`config.mk`:
```
export PLATFORM = sky130hd
export DESIGN_NAME = ecp_port_ctrl
export DESIGN_NICKNAME = d
export VERILOG_FILES = /design/src/hdl/ecp_pkg.sv /design/src/hdl/ecp_port_ctrl.sv
export SDC_FILE = /design/constraint.sdc
export NUM_CORES = 1
export LEC_CHECK = 0
export BUFFER_PORTS_ARGS = -buffer_cell sky130_fd_sc_hd__buf_4
export CAP_MARGIN = 20
export CELL_PAD_IN_SITES_DETAIL_PLACEMENT = 1
export CELL_PAD_IN_SITES_GLOBAL_PLACEMENT = 1
export CORE_MARGIN = 2
export CORE_UTILIZATION = 53
export CTS_CLUSTER_SIZE = 24
export DETAILED_ROUTE_END_ITERATION = 12
export HOLD_SLACK_MARGIN = 0.12
export PLACE_DENSITY = 0.82
export SLEW_MARGIN = 20
export SYNTH_ARGS = -nofsm -noshare
export SYNTH_HDL_FRONTEND = slang
export SYNTH_SLANG_ARGS = --single-unit
```
`constraint.sdc`:
```
create_clock -name sys_clk -period 6.1 [get_ports sys_clk]
set_input_delay 1.525 -clock sys_clk [delete_from_list [all_inputs] [get_ports sys_clk]]
set_output_delay 1.525 -clock sys_clk [all_outputs]
set_load 0.005 [all_outputs]
```
`src/hdl/ecp_pkg.sv`:
```
/*
  Shared constants and types for the extended-capabilities parallel port
  control block: register offsets, field positions, modes, engine states
  and timing counts. Assumes a 20 MHz system clock.
*/
package ecp_pkg;
  localparam logic [10:0] ADR_DATA = 11'h000;
  localparam logic [10:0] ADR_FIFO = 11'h400;
  localparam logic [10:0] ADR_CFGB = 11'h401;
  localparam logic [10:0] ADR_ECR = 11'h402;

  localparam int FIFO_DEPTH = 16;
  localparam int FIFO_WIDTH = 9;
  localparam int CNT_W = 5;
  localparam int TAG_BIT = 8;
  localparam int RLE_BIT = 7;

  localparam logic [7:0] CFGA_VAL = 8'h10;
  localparam int CFGB_COMP = 7;
  localparam int CFGB_IRQ = 6;

  localparam int ECR_MODE_LSB = 5;
  localparam int ECR_FAULT = 4;
  localparam int ECR_DMA = 3;
  localparam int ECR_SVC = 2;
  localparam int ECR_FULL = 1;
  localparam int ECR_EMPTY = 0;

  localparam logic ECR_FAULT_RST = 1'b1;
  localparam logic ECR_DMA_RST = 1'b0;
  localparam logic ECR_SVC_RST = 1'b1;

  typedef enum logic [2:0] {
    MODE_SPP = 3'b000,
    MODE_PS2 = 3'b001,
    MODE_CFIFO = 3'b010,
    MODE_ECP = 3'b011,
    MODE_EPP = 3'b100,
    MODE_RSVD = 3'b101,
    MODE_TEST = 3'b110,
    MODE_CFG = 3'b111
  } ecp_mode_t;

  typedef enum logic [2:0] {
    ENG_IDLE = 3'b000,
    ENG_FSETUP = 3'b001,
    ENG_FSTB = 3'b010,
    ENG_FREL = 3'b011,
    ENG_RWAIT = 3'b100,
    ENG_RACK = 3'b101,
    ENG_RPUSH = 3'b110
  } ecp_eng_t;

  localparam int CLK_PERIOD_NS = 50;
  localparam int IRQ_PULSE_NS = 100;
  localparam int DATA_SETUP_NS = 500;
  localparam int IRQ_PULSE_CYC = (IRQ_PULSE_NS / CLK_PERIOD_NS < 1) ? 1 :
    IRQ_PULSE_NS / CLK_PERIOD_NS;
  localparam int SETUP_CYC =
    (DATA_SETUP_NS + CLK_PERIOD_NS - 1) / CLK_PERIOD_NS;
  localparam logic [3:0] IRQ_PULSE_CNT = 4'(IRQ_PULSE_CYC);
  localparam logic [3:0] SETUP_CNT = 4'(SETUP_CYC);
endpackage : ecp_pkg

```
`src/hdl/ecp_port_ctrl.sv`:
```
/*
  Extended control logic of an ECP-capable parallel port: mode register,
  service and fault interrupts, DMA request, configuration registers,
  a 16-word FIFO and the forward/reverse link handshake engine.
  Assumes host strobes and all pins are synchronous to sys_clk.
*/
`timescale 1ns/1ps
`default_nettype none

module ecp_fifo #(
  parameter int WIDTH = 9,
  parameter int DEPTH = 16,
  localparam int AW = $clog2(DEPTH)
) (
  input wire logic sys_clk,
  input wire logic resetn,
  input wire logic clear,
  input wire logic wr_valid,
  output logic wr_ready,
  input wire logic [WIDTH-1:0] wr_data,
  output logic rd_valid,
  input wire logic rd_ready,
  output logic [WIDTH-1:0] rd_data,
  output logic [AW:0] count
);
  logic [WIDTH-1:0] mem [DEPTH];
  logic [AW-1:0] wp_r;
  logic [AW-1:0] rp_r;
  logic [AW:0] cnt_r;
  wire do_wr = wr_valid & wr_ready;
  wire do_rd = rd_valid & rd_ready;

  assign wr_ready = cnt_r != (AW+1)'(DEPTH);
  assign rd_valid = cnt_r != '0;
  assign rd_data = mem[rp_r];
  assign count = cnt_r;

  always_ff @(posedge sys_clk)
    if (do_wr)
      mem[wp_r] <= wr_data;

  always_ff @(posedge sys_clk or negedge resetn)
    if (!resetn)
    begin
      wp_r <= '0;
      rp_r <= '0;
      cnt_r <= '0;
    end
    else if (clear)
    begin
      wp_r <= '0;
      rp_r <= '0;
      cnt_r <= '0;
    end
    else
    begin
      wp_r <= wp_r + AW'(do_wr);
      rp_r <= rp_r + AW'(do_rd);
      cnt_r <= cnt_r + (AW+1)'(do_wr) - (AW+1)'(do_rd);
    end
endmodule : ecp_fifo

// Functional notes
// - Config B bit 7 reads zero, writes ignored; no hardware compression.
// - Config B bit 6 returns the live interrupt request line level.
// - Mode field, top three bits of extended control, readable in all modes.
// - ECP mode fault falling edge or enable-while-faulted raises an interrupt.
// - DMA enable allows requests once service bit is clear; zero blocks DMA.
// - Service bit blocks DMA and service interrupts; hardware sets it.
// - With DMA enabled, terminal count sets the service bit.
// - Without DMA, free space or fill threshold sets the service bit.
// - Full bit shows FIFO cannot accept; empty bit shows no data.
// - Mode 000 clears FIFO, control lines open-collector, data always driven.
// - Mode 001 direction tri-states data; data reads return pin levels.
// - Mode 010 sends FIFO bytes with compatibility handshake, forward only.
// - Mode 011 sends data and commands by ECP handshake, reverse fills FIFO.
// - Mode 100 is EPP only when the option is configured; 101 reserved.
// - Mode 110 host reads and writes FIFO, nothing sent on lines.
// - Mode 111 maps config A and B at 0x400 and 0x401.
// - Leave 000/001 to anything; other modes only return to 000/001.
// - Transfer direction changes only while in mode 001.
// - Leaving ECP reverse releases auto feed at once and drops extra data.
// - Forward data sent with HostAck high, commands with HostAck low.
// - Received run-length count N repeats the next data byte N+1 times.
// - Interrupt is a brief low pulse on the request line, then released.
module ecp_port_ctrl
  import ecp_pkg::*;
(
  input wire logic sys_clk,
  input wire logic resetn,
  input wire logic [10:0] io_addr,
  input wire logic io_wr,
  input wire logic io_rd,
  input wire logic [7:0] io_wdata,
  output logic [7:0] io_rdata,
  input wire logic dma_ack_n,
  input wire logic dma_tc,
  output logic dma_req,
  input wire logic direction,
  input wire logic [7:0] pc_data,
  input wire logic [3:0] pc_ctl_n,
  input wire logic [3:0] tx_free_level,
  input wire logic [3:0] rx_fill_level,
  input wire logic epp_option_config,
  output logic epp_mode_active,
  input wire logic irq_line_level,
  output logic irq_out,
  output logic irq_oe,
  input wire logic peripheral_fault_n,
  input wire logic ack_in_n,
  input wire logic busy_in,
  input wire logic [7:0] pd_in,
  output logic [7:0] pd_out,
  output logic pd_oe,
  output logic strobe_out_n,
  output logic auto_feed_n,
  output logic init_out_n,
  output logic select_in_n,
  output logic [3:0] ctl_oe,
  output logic fifo_wr_ready
);
  ecp_mode_t mode_r;
  ecp_eng_t eng_r;
  ecp_eng_t eng_nxt;
  logic fdis_r, dma_en_r, svc_r, dir_r, fault_prev_r;
  logic [8:0] tx_r;
  logic [7:0] rx_r, last_r;
  logic rx_cmd_r;
  logic [6:0] rep_r;
  logic [3:0] tmr_r, irq_cnt_r;
  logic fifo_rd_valid;
  logic [8:0] fifo_rd_data;
  logic [CNT_W-1:0] fifo_count;

  wire fifo_mode = mode_r == MODE_CFIFO || mode_r == MODE_ECP ||
    mode_r == MODE_TEST;
  wire fifo_clear = mode_r == MODE_SPP || mode_r == MODE_PS2;
  wire dir_eff = (mode_r == MODE_CFIFO) ? 1'b0 : dir_r;
  wire hw_fwd = mode_r == MODE_CFIFO ||
    (mode_r == MODE_ECP && !dir_r);
  wire ecp_rev = mode_r == MODE_ECP && dir_r;
  wire dma_cyc = !dma_ack_n;

  // Register decode
  wire hit_ecr = io_addr == ADR_ECR && !dma_cyc;
  wire hit_cfgb = io_addr == ADR_CFGB && !dma_cyc && mode_r == MODE_CFG;
  wire hit_cfga = io_addr == ADR_FIFO && !dma_cyc && mode_r == MODE_CFG;
  wire hit_cmd = io_addr == ADR_DATA && !dma_cyc && mode_r == MODE_ECP;
  wire hit_fifo = fifo_mode && (dma_cyc || io_addr == ADR_FIFO);
  wire ecr_wr = io_wr && hit_ecr;
  wire host_push = io_wr && (hit_fifo || hit_cmd) &&
    (mode_r == MODE_TEST || !dir_eff);
  wire host_pop = io_rd && hit_fifo &&
    (mode_r == MODE_TEST || ecp_rev);
  wire [8:0] host_word = {hit_cmd, io_wdata};

  // Mode changes are refused unless one end is 000 or 001
  wire [2:0] new_mode = io_wdata[ECR_MODE_LSB +: 3];
  wire mode_ok = fifo_clear || new_mode == MODE_SPP ||
    new_mode == MODE_PS2;

  // Engine FIFO access
  wire eng_pop = eng_r == ENG_IDLE && hw_fwd && fifo_rd_valid;
  wire eng_push = eng_r == ENG_RPUSH && !rx_cmd_r;
  wire fifo_wr_valid = ecp_rev ? eng_push : host_push;
  wire [8:0] fifo_wr_data = ecp_rev ? {1'b0, rx_r} : host_word;
  wire fifo_rd_ready = hw_fwd ? eng_pop : host_pop;

  ecp_fifo #(
    .WIDTH(FIFO_WIDTH),
    .DEPTH(FIFO_DEPTH)
  ) u_fifo (
    .sys_clk(sys_clk),
    .resetn(resetn),
    .clear(fifo_clear),
    .wr_valid(fifo_wr_valid),
    .wr_ready(fifo_wr_ready),
    .wr_data(fifo_wr_data),
    .rd_valid(fifo_rd_valid),
    .rd_ready(fifo_rd_ready),
    .rd_data(fifo_rd_data),
    .count(fifo_count)
  );

  // Service condition and interrupt sources
  wire [CNT_W-1:0] free_cnt = CNT_W'(FIFO_DEPTH) - fifo_count;
  wire [CNT_W-1:0] tx_thr = CNT_W'(tx_free_level) + CNT_W'(1);
  wire [CNT_W-1:0] rx_thr = CNT_W'(rx_fill_level) + CNT_W'(1);
  wire tc_evt = dma_tc && dma_cyc && dma_en_r;
  wire pio_cond = !dma_en_r && fifo_mode &&
    (dir_eff ? fifo_count >= rx_thr : free_cnt >= tx_thr);
  wire svc_set = !svc_r && (dma_en_r ? tc_evt : pio_cond);
  wire fault_fall = fault_prev_r && !peripheral_fault_n;
  wire fault_irq = mode_r == MODE_ECP && ((!fdis_r && fault_fall) ||
    (ecr_wr && fdis_r && !io_wdata[ECR_FAULT] &&
    !peripheral_fault_n));
  wire irq_start = svc_set || fault_irq;

  // The set wins over a simultaneous write of zero
  wire svc_nxt = svc_set || (ecr_wr ? io_wdata[ECR_SVC] : svc_r);

  assign dma_req = dma_en_r && !svc_r && fifo_mode &&
    (dir_eff ? fifo_rd_valid : fifo_wr_ready);

  always_ff @(posedge sys_clk or negedge resetn)
    if (!resetn)
    begin
      mode_r <= MODE_SPP;
      fdis_r <= ECR_FAULT_RST;
      dma_en_r <= ECR_DMA_RST;
      svc_r <= ECR_SVC_RST;
      dir_r <= 1'b0;
      fault_prev_r <= 1'b1;
    end
    else
    begin
      if (ecr_wr && mode_ok)
        mode_r <= ecp_mode_t'(new_mode);
      if (ecr_wr)
      begin
        fdis_r <= io_wdata[ECR_FAULT];
        dma_en_r <= io_wdata[ECR_DMA];
      end
      svc_r <= svc_nxt;
      if (mode_r == MODE_PS2)
        dir_r <= direction;
      fault_prev_r <= peripheral_fault_n;
    end

  // Shared request line: pulse low, then release
  always_ff @(posedge sys_clk or negedge resetn)
    if (!resetn)
      irq_cnt_r <= '0;
    else if (irq_start)
      irq_cnt_r <= IRQ_PULSE_CNT;
    else if (irq_cnt_r != '0)
      irq_cnt_r <= irq_cnt_r - 4'h1;
  assign irq_out = 1'b0;
  assign irq_oe = irq_cnt_r != '0;

  // Link engine
  always_comb
  begin
    eng_nxt = eng_r;
    case (eng_r)
      ENG_IDLE:
        if (eng_pop)
          eng_nxt = ENG_FSETUP;
        else if (ecp_rev)
          eng_nxt = ENG_RWAIT;
      ENG_FSETUP:
        if (tmr_r == '0 && !busy_in)
          eng_nxt = ENG_FSTB;
      ENG_FSTB:
        if (busy_in)
          eng_nxt = ENG_FREL;
      ENG_FREL:
        if (!busy_in)
          eng_nxt = ENG_IDLE;
      ENG_RWAIT:
        if (!ack_in_n)
          eng_nxt = ENG_RACK;
      ENG_RACK:
        if (ack_in_n)
          eng_nxt = ENG_RPUSH;
      ENG_RPUSH:
        if (rx_cmd_r || (fifo_wr_ready && rep_r == '0))
          eng_nxt = ENG_IDLE;
      default:
        eng_nxt = ENG_IDLE;
    endcase
    // Mode exit aborts mid-byte; the FIFO clear drops the excess
    if (!hw_fwd && !ecp_rev)
      eng_nxt = ENG_IDLE;
  end

  always_ff @(posedge sys_clk or negedge resetn)
    if (!resetn)
    begin
      eng_r <= ENG_IDLE;
      tx_r <= '0;
      rx_r <= '0;
      rx_cmd_r <= 1'b0;
      rep_r <= '0;
      tmr_r <= '0;
    end
    else
    begin
      eng_r <= eng_nxt;
      if (eng_pop)
      begin
        tx_r <= fifo_rd_data;
        tmr_r <= SETUP_CNT;
      end
      else if (tmr_r != '0)
        tmr_r <= tmr_r - 4'h1;
      if (eng_r == ENG_RWAIT && !ack_in_n)
      begin
        rx_r <= pd_in;
        rx_cmd_r <= !busy_in;
      end
      if (eng_r == ENG_RPUSH && rx_cmd_r && !rx_r[RLE_BIT])
        rep_r <= rx_r[6:0];
      else if (eng_push && fifo_wr_ready && rep_r != '0)
        rep_r <= rep_r - 7'h01;
      if (!ecp_rev)
        rep_r <= '0;
    end

  // Pins
  wire eng_fwd_busy = hw_fwd && eng_r != ENG_IDLE;
  wire ecp_fwd = mode_r == MODE_ECP && !dir_r;
  assign pd_out = eng_fwd_busy ? tx_r[7:0] : pc_data;
  assign pd_oe = mode_r == MODE_SPP || mode_r == MODE_CFIFO ||
    !dir_r;
  assign strobe_out_n = hw_fwd ? eng_r != ENG_FSTB : pc_ctl_n[0];
  assign auto_feed_n = ecp_fwd ? !(eng_fwd_busy && tx_r[TAG_BIT]) :
    ecp_rev ? eng_r != ENG_RWAIT : pc_ctl_n[1];
  assign init_out_n = pc_ctl_n[2];
  assign select_in_n = pc_ctl_n[3];
  wire [3:0] ctl_lvl = {select_in_n, init_out_n, auto_feed_n, strobe_out_n};
  assign ctl_oe = mode_r == MODE_SPP ? ~ctl_lvl : 4'hf;
  assign epp_mode_active = mode_r == MODE_EPP && epp_option_config;

  // Read path
  wire [7:0] ecr_val = {mode_r, fdis_r, dma_en_r, svc_r,
    !fifo_wr_ready, !fifo_rd_valid};
  wire [7:0] cfgb_val = {1'b0, irq_line_level, 6'h00};
  // An empty test FIFO rereads the last byte instead of stalling
  wire [7:0] fifo_val = fifo_rd_valid ? fifo_rd_data[7:0] : last_r;
  wire [7:0] rd_nxt = hit_ecr ? ecr_val :
    hit_cfgb ? cfgb_val :
    hit_cfga ? CFGA_VAL :
    host_pop ? fifo_val :
    (io_addr == ADR_DATA && !dma_cyc) ?
    (mode_r == MODE_PS2 ? pd_in : pc_data) : 8'h00;

  always_ff @(posedge sys_clk or negedge resetn)
    if (!resetn)
    begin
      io_rdata <= '0;
      last_r <= '0;
    end
    else
    begin
      if (io_rd)
        io_rdata <= rd_nxt;
      if (host_pop && fifo_rd_valid)
        last_r <= fifo_rd_data[7:0];
    end
endmodule : ecp_port_ctrl

`default_nettype wire

```
**Word-level counts from Yosys, hierarchy flattened**

Memory sizes are Yosys's and may differ from the RTL's.
Cells that the tools add are included.

- Flip-flop bits (word level): 73
- Memory bits (writable): 144
- Word-level logic and storage cells: 195
- Memories kept: 1

Memory list:

| memory | words | bits a word | read ports | clocked after memory_dff | wr ports | RTL line | text |
|---|---|---|---|---|---|---|---|
| u_fifo.mem | 16 | 9 | 1 | 0 | 1 | ecp_port_ctrl.sv:26 | `logic [WIDTH-1:0] mem [DEPTH];` |

- $add $sub $neg: 10
- Order comparisons: 2
- Eq/ne operators: 27
- Mux-type cells: 42
- Bitwise operators: 3
- Reduce and logical (&&, ||, !) cells: 92

Operator list:

| kind | number |
|---|---|
| $mux 8 | 8 |
| $logic_and 1x1->1 | 45 |
| $eq 11x11->1 const B | 3 |
| $mux 4 | 7 |
| $mux 3 | 9 |
| $mux 7 | 3 |
| $ne 3x3->1 const B | 7 |
| $pmux 3 s7 | 1 |
| $eq 3x3->1 const B | 6 |
| $logic_not 1->1 | 17 |
| $logic_or 1x1->1 | 16 |
| $eq 3x2->1 const B | 4 |
| $mux 1 | 12 |
| $logic_not 11->1 | 1 |
| $add 4x1->5 const B | 2 |
| $ge 5x5->1 | 2 |
| $eq 3x1->1 const B | 3 |
| $logic_not 3->1 | 3 |
| $mux 9 | 1 |
| $add 4x1->4 | 2 |
| $reduce_bool 4->1 | 2 |
| $sub 4x1->4 const B | 2 |
| $logic_not 7->1 | 1 |
| $reduce_and 7->1 | 1 |
| 16 further kinds | 18 |

**Depth between registers and ports, before layout**

Gate-level depths: netlist (run 1).

- Word-level depth: 12
- Mapped depth: 17

**By module**

A second synthesis (run 1) with hierarchy kept.

- Cells, all modules: 714
- Area total of the unflattened synthesis: 10206.0 um2

Modules (own cells, without submodules):

| module | times used | cells an instance | area each (um2) | seq. area each (um2) |
|---|---|---|---|---|
| ecp_fifo | 1 | 311 | 6304.8 | 4649.5 |
| ecp_port_ctrl | 1 | 403 | 3901.2 | 1505.2 |

**Worst setup path before layout (run 1)**

Ideal clock, no wire load.

- Path kind: in2reg
- From: in io_addr[5]
- To: reg u_fifo.cnt_r[4], in the netlist u_fifo.count[4]
- Arrival: 4096 ps
- Data required time: 6022 ps
- Path slack: 1926 ps
- Stages: 15
- Buffers on the path: 1
- Cell sequence: or4_4 > nor3_2 > a31oi_1 > nor3_2 > buf_2 > nor2_1 > xnor2_1 > ha_1 > inv_1 > fa_1 > nor2_1 > nor2_1 > nor2_1 > or3_1 > a21oi_1

- Cells in the longest elaborated chain, start to end: 11

Ends and longest elaborated chain:

| what | RTL line | text |
|---|---|---|
| start: declaration | ecp_port_ctrl.sv:91 | `input wire logic [10:0] io_addr,` |
| $eq 11x11->1 or $logic_not 11->1 (tied branches) | ecp_port_ctrl.sv:149, ecp_port_ctrl.sv:148 |  |
| $logic_or 1x1->1 or $logic_and 1x1->1 (tied branches) | ecp_port_ctrl.sv:149, ecp_port_ctrl.sv:148 |  |
| $logic_and 1x1->1, on equally long branches | ecp_port_ctrl.sv:149, ecp_port_ctrl.sv:148 |  |
| $logic_or 1x1->1 | ecp_port_ctrl.sv:151 | `wire host_push = io_wr && (hit_fifo \|\| hit_cmd) &&` |
| $logic_and 1x1->1 (2 in series) | ecp_port_ctrl.sv:151 |  |
| $mux 1 | ecp_port_ctrl.sv:165 | `wire fifo_wr_valid = ecp_rev ? eng_push : host_push;` |
| $and 1x1->1 | ecp_port_ctrl.sv:30 | `wire do_wr = wr_valid & wr_ready;` |
| $add 5x1->5 | ecp_port_ctrl.sv:59 | `cnt_r <= cnt_r + (AW+1)'(do_wr) - (AW+1)'(do_rd);` |
| $sub 5x1->5 * | ecp_port_ctrl.sv:59 |  |
| $mux 5 * | ecp_port_ctrl.sv:49 | `else if (clear)` |
| end signal: assignment | ecp_port_ctrl.sv:59 |  |
| end: declaration | ecp_port_ctrl.sv:29 | `logic [AW:0] cnt_r;` |

Mark *: on every way between the ends. The rest lies on a longest branch, timed or not.
A chain may end at the register's enable or synchronous reset.

**Worst setup path in the final report (run 1)**

Ends and elaborated chain as after synthesis.

==> out/metrics.csv, run 1 <==
stage,metric,value,unit
sta,worst_pin_slew,972,ps
sta,skew,11.9,ps
layout,area_delta_synth_final,16.1,%
detailed_routing,viasPerCell,6.15,
floorplan,io_pins,89,
worst_setup_path,critPathMaxFanout,13,
yosys,avgSynthCellArea,13.9,um^2
yosys,synth-async-reset-ratio,33.6,%
layout,fillers,1782,
sta,layout_min_cycle_time,4560,ps
worst_setup_path,cp-start-kind,input port,
yosys,yosysSeqAreaShare,60.4,%
yosys,synthCells,735,
worst_setup_path,timing.rr.start,u_fifo.count[1],
yosys,synth_cell_types,61,
floorplan,core_area,0.0188,mm^2
floorplan,die_h,143,um
detailed_routing,antenna_left,0,
sta,fin_tns_setup,0,ps
sta,finalMaxSlewViolations,0,
run,drv_cap,0,
layout,final_area,0.0118,mm^2
worst_setup_path,crit_type,in -> reg,
sta,period_share,74.7,%
global_route,grt_pass1_vias,7122,
hold_path,hp-start,last_r[0],
clocking,htree_levels,1,
global_route,grt_max_degree,74,
pwr,powerDensity,395,mW/mm^2
clocking,numCtsBuffers,23,
pwr,ir_drop,0.000294,V
placement,dp_hpwl,19200,um
global_route,overflow,0,
clocking,clk_pin_slew_worst_paths,60,ps
floorplan,dieArea,0.0204,mm^2
sta,max_slew_margin,35.0,%
yosys,yosysTopAreaCellShare,42.4,%
clocking,root_buffer,clkbuf_16,
floorplan,die_w,143,um
detailed_routing,vias,6620,
sta,max_freq,219,MHz
floorplan,rows,50,
layout,antennaDiodeCount,0,
sta,hold_ws,490,ps
yosys,post-synth-top-area-cell,edfxtp_1,
yosys,syn_nets,825,
global_route,grtUsageTotal,27.3,%
clocking,clockBufferDepth,3,
sta,finalHoldViolCount,0,
placement,port_buffers,87,
detailed_routing,wirelength,26900,um
detailed_routing,first_iter_violations,407,
worst_setup_path,cp_data_arrival_time,4920,ps
detailed_routing,dr.pass1.iters,5,
placement,dpl-instance-area,0.0111,mm^2
yosys,synth_area_leaders,"edfxtp_1 (42%), dfrtp_1 (17%), mux4_2 (9.5%), ha_1 (3.7%), mux2_2 (3.3%)",
sta,setup_viol,0,
detailed_routing,drcViolationCount,0,
clocking,ctsHoldBuffers,0,
floorplan,start_util,54.3,%
clocking,clk_latency,530,ps
detailed_routing,wl_per_cell,25.0,um
run_status,status,"complete, no violations",
clocking,postCtsSetupBuffers,0,
yosys,synth_ff_type,edfxtp_1,
layout,fin_nets,916,
yosys,netlist_area,0.0102,mm^2
yosys,ys_warn_count,0,
yosys,synth-edff-count,144,
global_route,antenna_found_initial,0,
layout,layout_common_cells,"edfxtp_1 (144), buf_4 (101), nand2_1 (83)",
worst_setup_path,cp-startpoint,io_addr[5],
hold_path,hold_path.class,reg -> reg,
clocking,cts_tree,yes,
clocking,cts_resized,0,
sta,rsz0062_at_grt,false,
worst_setup_path,worstSetupEndpointType,flip-flop,
placement,gp_congestion,0.902,
worst_setup_path,critPathRequiredTime,6460,ps
layout,layout_commonest_cell,edfxtp_1,
yosys,synth_seq_cells,217,
clocking,cts_sinks,217,
layout,drive_above_1_share,27.4,%
pwr,p_leak,4.56,nW
global_route,grt_pass1_wl,41700,um
## kinds of logic (layout without fill, tap and decap cells)
logic type      count (synthesis)  count (layout)  share of synthesized area (%)
buf+inv                        61             168                           2.80
xor+xnor                       23              23                           1.98
simple gates                  233             233                           11.5
fa+ha+maj                      31              31                           3.88
other cells                     1               1                         0.0368
mux                            86              86                           14.1
compound gates                 83              83                           5.39
flops                         217             217                           60.4
## registers in the layout, summed over array words and instances, names as in the netlist, 3 cells and up
name and cells:
u_fifo.count 5, tx_r 9, tmr_r 4, rx_r 8
u_fifo.wp_r 4, u_fifo.rp_r 4, rep_r 7, last_r 8
irq_cnt_r 4, eng_r 3, u_fifo.mem 144, mode_r 3
io_rdata 8
## area by class of cell
cell class / count / area, um^2 / share of cell area [%]
flip-flops and latches: 217 / 6160 / 52.0
multi-input cells: 457 / 3830 / 32.4
repair buffers: 101 / 758 / 6.40
clock buffers: 29 / 598 / 5.05
well taps: 234 / 293 / 2.47
clock inverters: 12 / 106 / 0.898
inverters: 26 / 97.6 / 0.824
## cells in the mapped netlist (4+ instances only)
cell and number:
edfxtp_1 144, nand2_1 83, dfrtp_1 70, mux4_2 43
nor2_1 40, ha_1 30, mux2_2 30, inv_1 26
o21ai_0 23, nand3_1 22, a21oi_1 19, clkbuf_1 18
nor3_1 17, xnor2_1 17, nand2b_1 14, mux2i_1 13
nor2b_1 13, nor4_1 7, or3_1 7, buf_2 6
nor3b_1 6, xor2_1 6, a211o_1 5, a211oi_1 5
a21o_1 5, a32oi_1 5, buf_4 5, a31oi_1 4
buf_6 4
## critical path: stages
cell	delay, ps
buf_4	110
or4_4	530
nor3_2	120
buf_4	220
a31oi_1	170
nor3_2	620
nor2_1	170
xnor2_1	230
ha_1	230
inv_1	70
fa_1	410
nor2_1	170
nor2_1	60
nor2_1	100
or3_1	120
a21oi_1	70
## through the flow
| stage | utilization (%) | power, mW | std cells | setup WS (ps) |
|---|---|---|---|---|
| after floorplan | - | 2.88 | 735 | 1930 |
| after global routing | 63.1 | 4.91 | 1076 | 1280 |
| after CTS | 62.9 | 4.70 | 1076 | 1520 |
| after detailed placement | 59.2 | 3.38 | 1035 | 1050 |
| final | 63.1 | 4.68 | 1076 | 1540 |
| after global placement | 59.0 | 3.26 | 1035 | 1320 |
## final timing paths
| kind | end | slack, ps | cells past startpoint |
|---|---|---|---|
| worst min register to register | last_r[0] | 490 | 2 |
| worst min-delay path | last_r[0] | 490 | 2 |
| min in group asynchronous | irq_cnt_r[2] | 1140 | 1 |
| worst max-delay path | u_fifo.count[4] | 1540 | 16 |
| max in group asynchronous | u_fifo.rp_r[0] | 4280 | 1 |
| worst max register to register | u_fifo.count[4] | 2050 | 17 |
## report_power, final
group          internal (mW)  switching [mW]  total, mW
registers               1.77           0.211       1.98
clock network          0.744           0.574       1.32
logic                  0.665           0.712       1.38
total                   3.18            1.50       4.68
## routing by layer
metal / track usage (%) / routed length [um] / vias to the layer above
met3: 3.79 / 1520 / 58
met4: 9.80 / 976 / 0
met5: 0 / 0 / -
met2: 47.4 / 13600 / 239
li1: - / - / 2938
met1: 35.3 / 10800 / 3385
(Power assumes the default switching activity.)
==> run 2: changes to the inputs <==
Settings changed: CORE_UTILIZATION 53 to 45, PLACE_DENSITY 0.82 to 0.74.
Clock period 6.1 ns to 3.81 ns, I/O delays scaled along.
==> run 2 against run 1 <==
Clock power grew 86%. Sequential share of layout area shrank 1.2 points. Via count shrank 1.4%. Die area grew 17%. Global-route usage shrank 4.7 points. Final cell count grew 7.0%. Count of clock-buffer cells in the layout grew 1. Power grew 66%. Hold slack lost 5.8 ps. Register-to-register slack lost 1500 ps. Routed wire length shrank 2.4%. Non-clock buffer count grew 20. Highest routed layer unchanged.
==> out/metrics.csv, run 2 (synthesis gave the netlist of run 1 again) <==
stage,metric,value,unit
clocking,cts_resized,0,
placement,dp_hpwl,19000,um
sta,worst_pin_slew,976,ps
sta,skew,14.9,ps
detailed_routing,first_iter_violations,337,
detailed_routing,viasPerCell,5.67,
placement,dpl-instance-area,0.0113,mm^2
detailed_routing,wl_per_cell,22.8,um
layout,fin_cells,1151,
clocking,cts_tree,yes,
sta,finalHoldViolCount,0,
pwr,finalPower,7.76,mW
layout,largest-register,u_fifo.mem,
sta,finalMaxSlewViolations,0,
sta,fin_tns_setup,0,ps
pwr,ir_drop,0.000505,V
detailed_routing,dr.pass1.iters,4,
run,drv_cap,0,
clocking,postCtsSetupBuffers,0,
layout,layout_commonest_cell,edfxtp_1,
placement,numPlacedInstances,1106,
sta,layout_min_cycle_time,3440,ps
floorplan,io_pins,89,
layout,largest_reg_flops,144,
clocking,clockBufferDepth,3,
global_route,antenna_found_initial,0,
detailed_routing,antenna_left,0,
floorplan,dieArea,0.0239,mm^2
detailed_routing,drcViolationCount,0,
worst_setup_path,worstSetupEndpointType,primary output,
worst_setup_path,crit_family,simple AND/OR/NAND/NOR gates,
floorplan,die_w,155,um
floorplan,die_h,155,um
worst_setup_path,critPathRequiredTime,2860,ps
global_route,grt_max_degree,74,
layout,layout_common_cells,"edfxtp_1 (144), buf_4 (121), nand2_1 (83)",
worst_setup_path,cp-start-kind,flip-flop,
clocking,clk_latency,530,ps
worst_setup_path,crit_slowest_cell,dfrtp_1,
clocking,ctsHoldBuffers,0,
clocking,htree_levels,1,
worst_setup_path,cp_data_arrival_time,2490,ps
global_route,overflow,0,
sta,hold_ws,484,ps
worst_setup_path,reg2reg_setup_slack,590,ps
sta,rsz0062_at_grt,false,
worst_setup_path,crit_buf_inv,1,
global_route,grt_pass1_wl,41200,um
worst_setup_path,crit_type,reg -> out,
placement,gp_congestion,0.864,
hold_path,hold_path.class,reg -> reg,
clocking,numCtsBuffers,25,
floorplan,core_area,0.0224,mm^2
run_status,status,"complete, no violations",
layout,area_delta_synth_final,19.0,%
clocking,root_buffer,clkbuf_16,
global_route,grt_pass1_vias,7093,
worst_setup_path,max_stage_delay,580,ps
worst_setup_path,critPathMaxFanout,15,
sta,max_freq,290,MHz
layout,fin_nets,938,
detailed_routing,wirelength,26300,um
global_route,grtUsageTotal,22.5,%
layout,final_area,0.0121,mm^2
clocking,cts_sinks,217,
sta,period_share,90.4,%
detailed_routing,vias,6529,
pwr,p_leak,4.71,nW
sta,setup_viol,0,
clocking,clk_pin_slew_worst_paths,60,ps
floorplan,rows,55,
placement,port_buffers,87,
pwr,powerDensity,639,mW/mm^2
layout,drive_above_1_share,28.6,%
layout,antennaDiodeCount,0,
worst_setup_path,path_cells,"nand2_1, nand3_1, nor3b_1, a311oi_1, a21o_1, buf_4",
floorplan,start_util,45.4,%
sta,max_slew_margin,34.7,%
layout,largestRegisters,"u_fifo.mem (144), tx_r (9)",
## run 2: cell count changes in the layout (fill, tap and decap cells not counted), sizes merged
cell / delta
buf: +20
bufinv: +3
clkbuf: +1
## run 2: metal layers
layer | track usage, % | part of all wire [%] | vias to the layer above
met3 | 3.31 | 5.5 | 50
met1 | 29.5 | 41 | 3299
met2 | 38.9 | 50 | 201
met5 | 0 | 0 | -
li1 | - | - | 2979
met4 | 7.28 | 3.2 | 0
## run 2: layout make-up
class	count	area (um^2)
fillers	2245	10300
repair buffers	121	908
flip-flops and latches	217	6160
multi-input cells	457	3770
inverters	26	97.6
clock inverters	15	191
well taps	285	357
clock buffers	30	654
## run 2: final timing paths
check / startpoint / end / cells after the start
worst max register to register: u_fifo.count[0] / u_fifo.count[4] / 16
worst min-delay path: last_r[1] / last_r[1] / 2
worst max-delay path: mode_r[0] / auto_feed_n / 6
min in group asynchronous: resetn / irq_cnt_r[3] / 1
max in group asynchronous: resetn / u_fifo.rp_r[0] / 1
worst min register to register: last_r[1] / last_r[1] / 2
## run 2: worst register-to-register path: cells and delay by family (launching register included)
kind,cells,cell delay (ps)
simple gates,6,950
compound gates,2,320
buf+inv,4,530
fa+ha+maj,4,930
flops,1,410
## run 2: per-stage QoR
step | utilization (%) | setup WS [ps]
floorplan | - | 208
finish | 54.1 | 367
CTS | 54.1 | 368
global placement | 50.3 | 173
global route | 54.1 | 185
detailed placement | 50.3 | 116
## run 2: power breakdown
part	leakage [nW]	internal (mW)	switching [mW]
clock network	0.411	1.50	0.950
logic	2.06	1.08	1.04
registers	2.24	2.84	0.352
==> run 3: changes to the inputs <==
Settings changed: ABC_AREA set to 1, CORE_UTILIZATION 45 to 42.
==> run 3 against run 2 <==
Routed wire length increased by 14%. Combinational power decreased by 71%. Global-route usage rose by 0.87 points. Critical endpoint is now ctl_oe[1]. Maximum frequency is 1.7% higher. Critical path type unchanged. Worst setup slack better by 58 ps. Clock power decreased by 11%. Register-to-register slack worse by 70 ps. Sequential share of layout area down 1.1 points.
==> out/metrics.csv, run 3 <==
stage,metric,value,unit
floorplan,dieArea,0.0263,mm^2
run_status,status,"complete, no violations",
clocking,numCtsBuffers,25,
worst_setup_path,critPathMaxFanout,17,
global_route,overflow,0,
detailed_routing,vias,8321,
yosys,synth.most_common_cell,nand2_1,
clocking,clk_pin_slew_worst_paths,60,ps
placement,port_buffers,87,
layout,fin_nets,1326,
pwr,combPwrFrac,11.4,%
pwr,seq_power_share,48.4,%
clocking,clockBufferDepth,3,
layout,largest-register,u_fifo.mem,
yosys,ys_warn_count,0,
yosys,post-synth-top-area-cell,edfxtp_1,
worst_setup_path,reg2reg_to,u_fifo.count[4],
global_route,grt_pass1_vias,8812,
yosys,netlist_area,0.0105,mm^2
global_route,grt_max_degree,87,
layout,largest_reg_flops,144,
layout,layout_commonest_cell,nand2_1,
pwr,powerDensity,439,mW/mm^2
layout,antennaDiodeCount,0,
worst_setup_path,path_depth,10,
clocking,ctsHoldBuffers,0,
run,drv_cap,0,
worst_setup_path,critPathRequiredTime,2860,ps
worst_setup_path,path_cells,"inv_2, nand3_1, inv_1, nand2_1, nand2_2, o21ai_2, o31ai_1, inv_1, nand2_1, buf_4",
placement,place_ws,215,ps
sta,skew,14.1,ps
clocking,cts_sinks,217,
clocking,cts_tree,yes,
sta,setup_ws,426,ps
worst_setup_path,reg2reg_setup_slack,520,ps
floorplan,die_h,162,um
global_route,grtUsageTotal,23.4,%
pwr,p_leak,5.50,nW
worst_setup_path,cp_data_arrival_time,2430,ps
placement,dp_hpwl,21100,um
yosys,synth_seq_cells,217,
layout,drive_above_1_share,14.1,%
detailed_routing,wirelength,30000,um
detailed_routing,wl_per_cell,19.0,um
sta,rsz0062_at_grt,false,
sta,layout_min_cycle_time,3380,ps
placement,gp_congestion,0.839,
yosys,synth-edff-count,144,
floorplan,die_w,162,um
worst_setup_path,worstSetupEndpointType,primary output,
detailed_routing,viasPerCell,5.27,
yosys,yosysTopAreaCellShare,41.1,%
yosys,avgSynthCellArea,9.34,um^2
global_route,grt_pass1_wl,47900,um
hold_path,hold_path.class,in -> async,
yosys,syn_nets,1216,
detailed_routing,dr.pass1.iters,4,
yosys,yosysSeqAreaShare,58.5,%
clocking,htree_levels,1,
sta,max_freq,295,MHz
sta,worst_pin_slew,918,ps
clocking,clk_latency,520,ps
worst_setup_path,crit_family,compound AO/OA/AOI/OAI gates,
layout,area_delta_synth_final,17.9,%
pwr,p_sw,1.33,mW
yosys,synth_cell_types,46,
worst_setup_path,timing.rr.start,u_fifo.count[1],
floorplan,start_util,43.0,%
pwr,p_sw_share,24.4,%
worst_setup_path,crit_type,reg -> out,
floorplan,core_area,0.0245,mm^2
pwr,ir_drop,0.000256,V
clocking,postCtsSetupBuffers,0,
worst_setup_path,max_stage_delay,410,ps
layout,layout_common_cells,"nand2_1 (213), nor2_1 (173), edfxtp_1 (144)",
layout,largestRegisters,"u_fifo.mem (144), tx_r (9)",
yosys,synthCells,1126,
yosys,synth_ff_type,edfxtp_1,
sta,max_slew_margin,38.8,%
worst_setup_path,crit_buf_inv,4,
worst_setup_path,cp-start-kind,flip-flop,
yosys,synth_area_leaders,"edfxtp_1 (41%), dfrtp_1 (17%), nand2_1 (7.6%), nor2_1 (6.2%), o21ai_0 (6.1%)",
sta,period_share,88.8,%
worst_setup_path,rr_worst_depth,19,
floorplan,io_pins,89,
clocking,root_buffer,clkbuf_16,
sta,fin_tns_setup,0,ps
worst_setup_path,endpoint,ctl_oe[1],
global_route,antenna_found_initial,0,
detailed_routing,drcViolationCount,0,
sta,finalMaxSlewViolations,0,
layout,fillers,2806,
clocking,cts_resized,0,
yosys,synth-async-reset-ratio,33.6,%
sta,setup_viol,0,
pwr,p_int,4.12,mW
sta,finalHoldViolCount,0,
worst_setup_path,cp-startpoint,mode_r[2],
detailed_routing,first_iter_violations,638,
pwr,finalPower,5.44,mW
pwr,p_clk_share,40.2,%
detailed_routing,antenna_left,0,
worst_setup_path,crit_slowest_cell,dfrtp_1,
floorplan,rows,57,
yosys,netlist_top_cells_count,"nand2_1 (213), nor2_1 (173), edfxtp_1 (144)",
## run 3: cells by family (layout without fill, tap and decap cells)
family	Yosys count	in the layout	synth area share, %
compound gates	185	185	9.60
fa+ha+maj	31	31	3.76
mux	1	1	0.0952
buf+inv	166	295	6.34
simple gates	507	507	20.1
xor+xnor	18	18	1.50
flops	217	217	58.5
other cells	1	1	0.0357
## run 3: metrics by stage
stage	cells	util, %	area [um^2]	hold slack, ps
final	1579	50.7	12400	439
after global routing	1579	50.7	12400	469
after CTS	1579	50.7	12400	445
after detailed placement	1533	47.6	11700	464
after global placement	1533	47.6	11600	458
after floorplan	1126	-	10500	442
## run 3: area by class of cell
type                       instances  area (um^2)  share of cell area, %
clock buffer                      34          659                   5.32
clock inverter                    12         81.3                  0.656
inverter                         126          473                   3.82
multi-input combinational        743         3700                   29.8
sequential                       217         6160                   49.7
tap                              324          405                   3.27
timing repair buffer             123          923                   7.45
## run 3: worst min-delay path by stage
| stage | start | cells past startpoint | endpoint |
|---|---|---|---|
| 2_1_floorplan | last_r[0] | 2 | last_r[0] |
| 3_3_place_gp | last_r[1] | 2 | last_r[1] |
| 3_5_place_dp | last_r[7] | 2 | last_r[7] |
| 4_1_cts | resetn | 1 | last_r[2] |
| 5_1_grt | resetn | 1 | last_r[2] |
| 6_report | resetn | 1 | io_rdata[3] |
## run 3: power by group through the flow
stage	Sequential, mW	Combinational (mW)	Clock [mW]
floorplan	2.67	0.399	0
global placement	2.68	0.592	0
detailed placement	2.68	0.623	0
CTS	2.63	0.633	2.24
global route	2.64	0.713	2.32
finish	2.63	0.619	2.19
## run 3: routing by layer
| metal | track usage (%) | vias up | wire, um | share of wire (%) |
|---|---|---|---|---|
| li1 | - | 3984 | - | - |
| met1 | 32.3 | 4140 | 13600 | 45 |
| met2 | 39.6 | 155 | 14600 | 49 |
| met3 | 2.99 | 42 | 1250 | 4.2 |
| met4 | 5.39 | 0 | 553 | 1.8 |
| met5 | 0 | - | 0 | 0 |
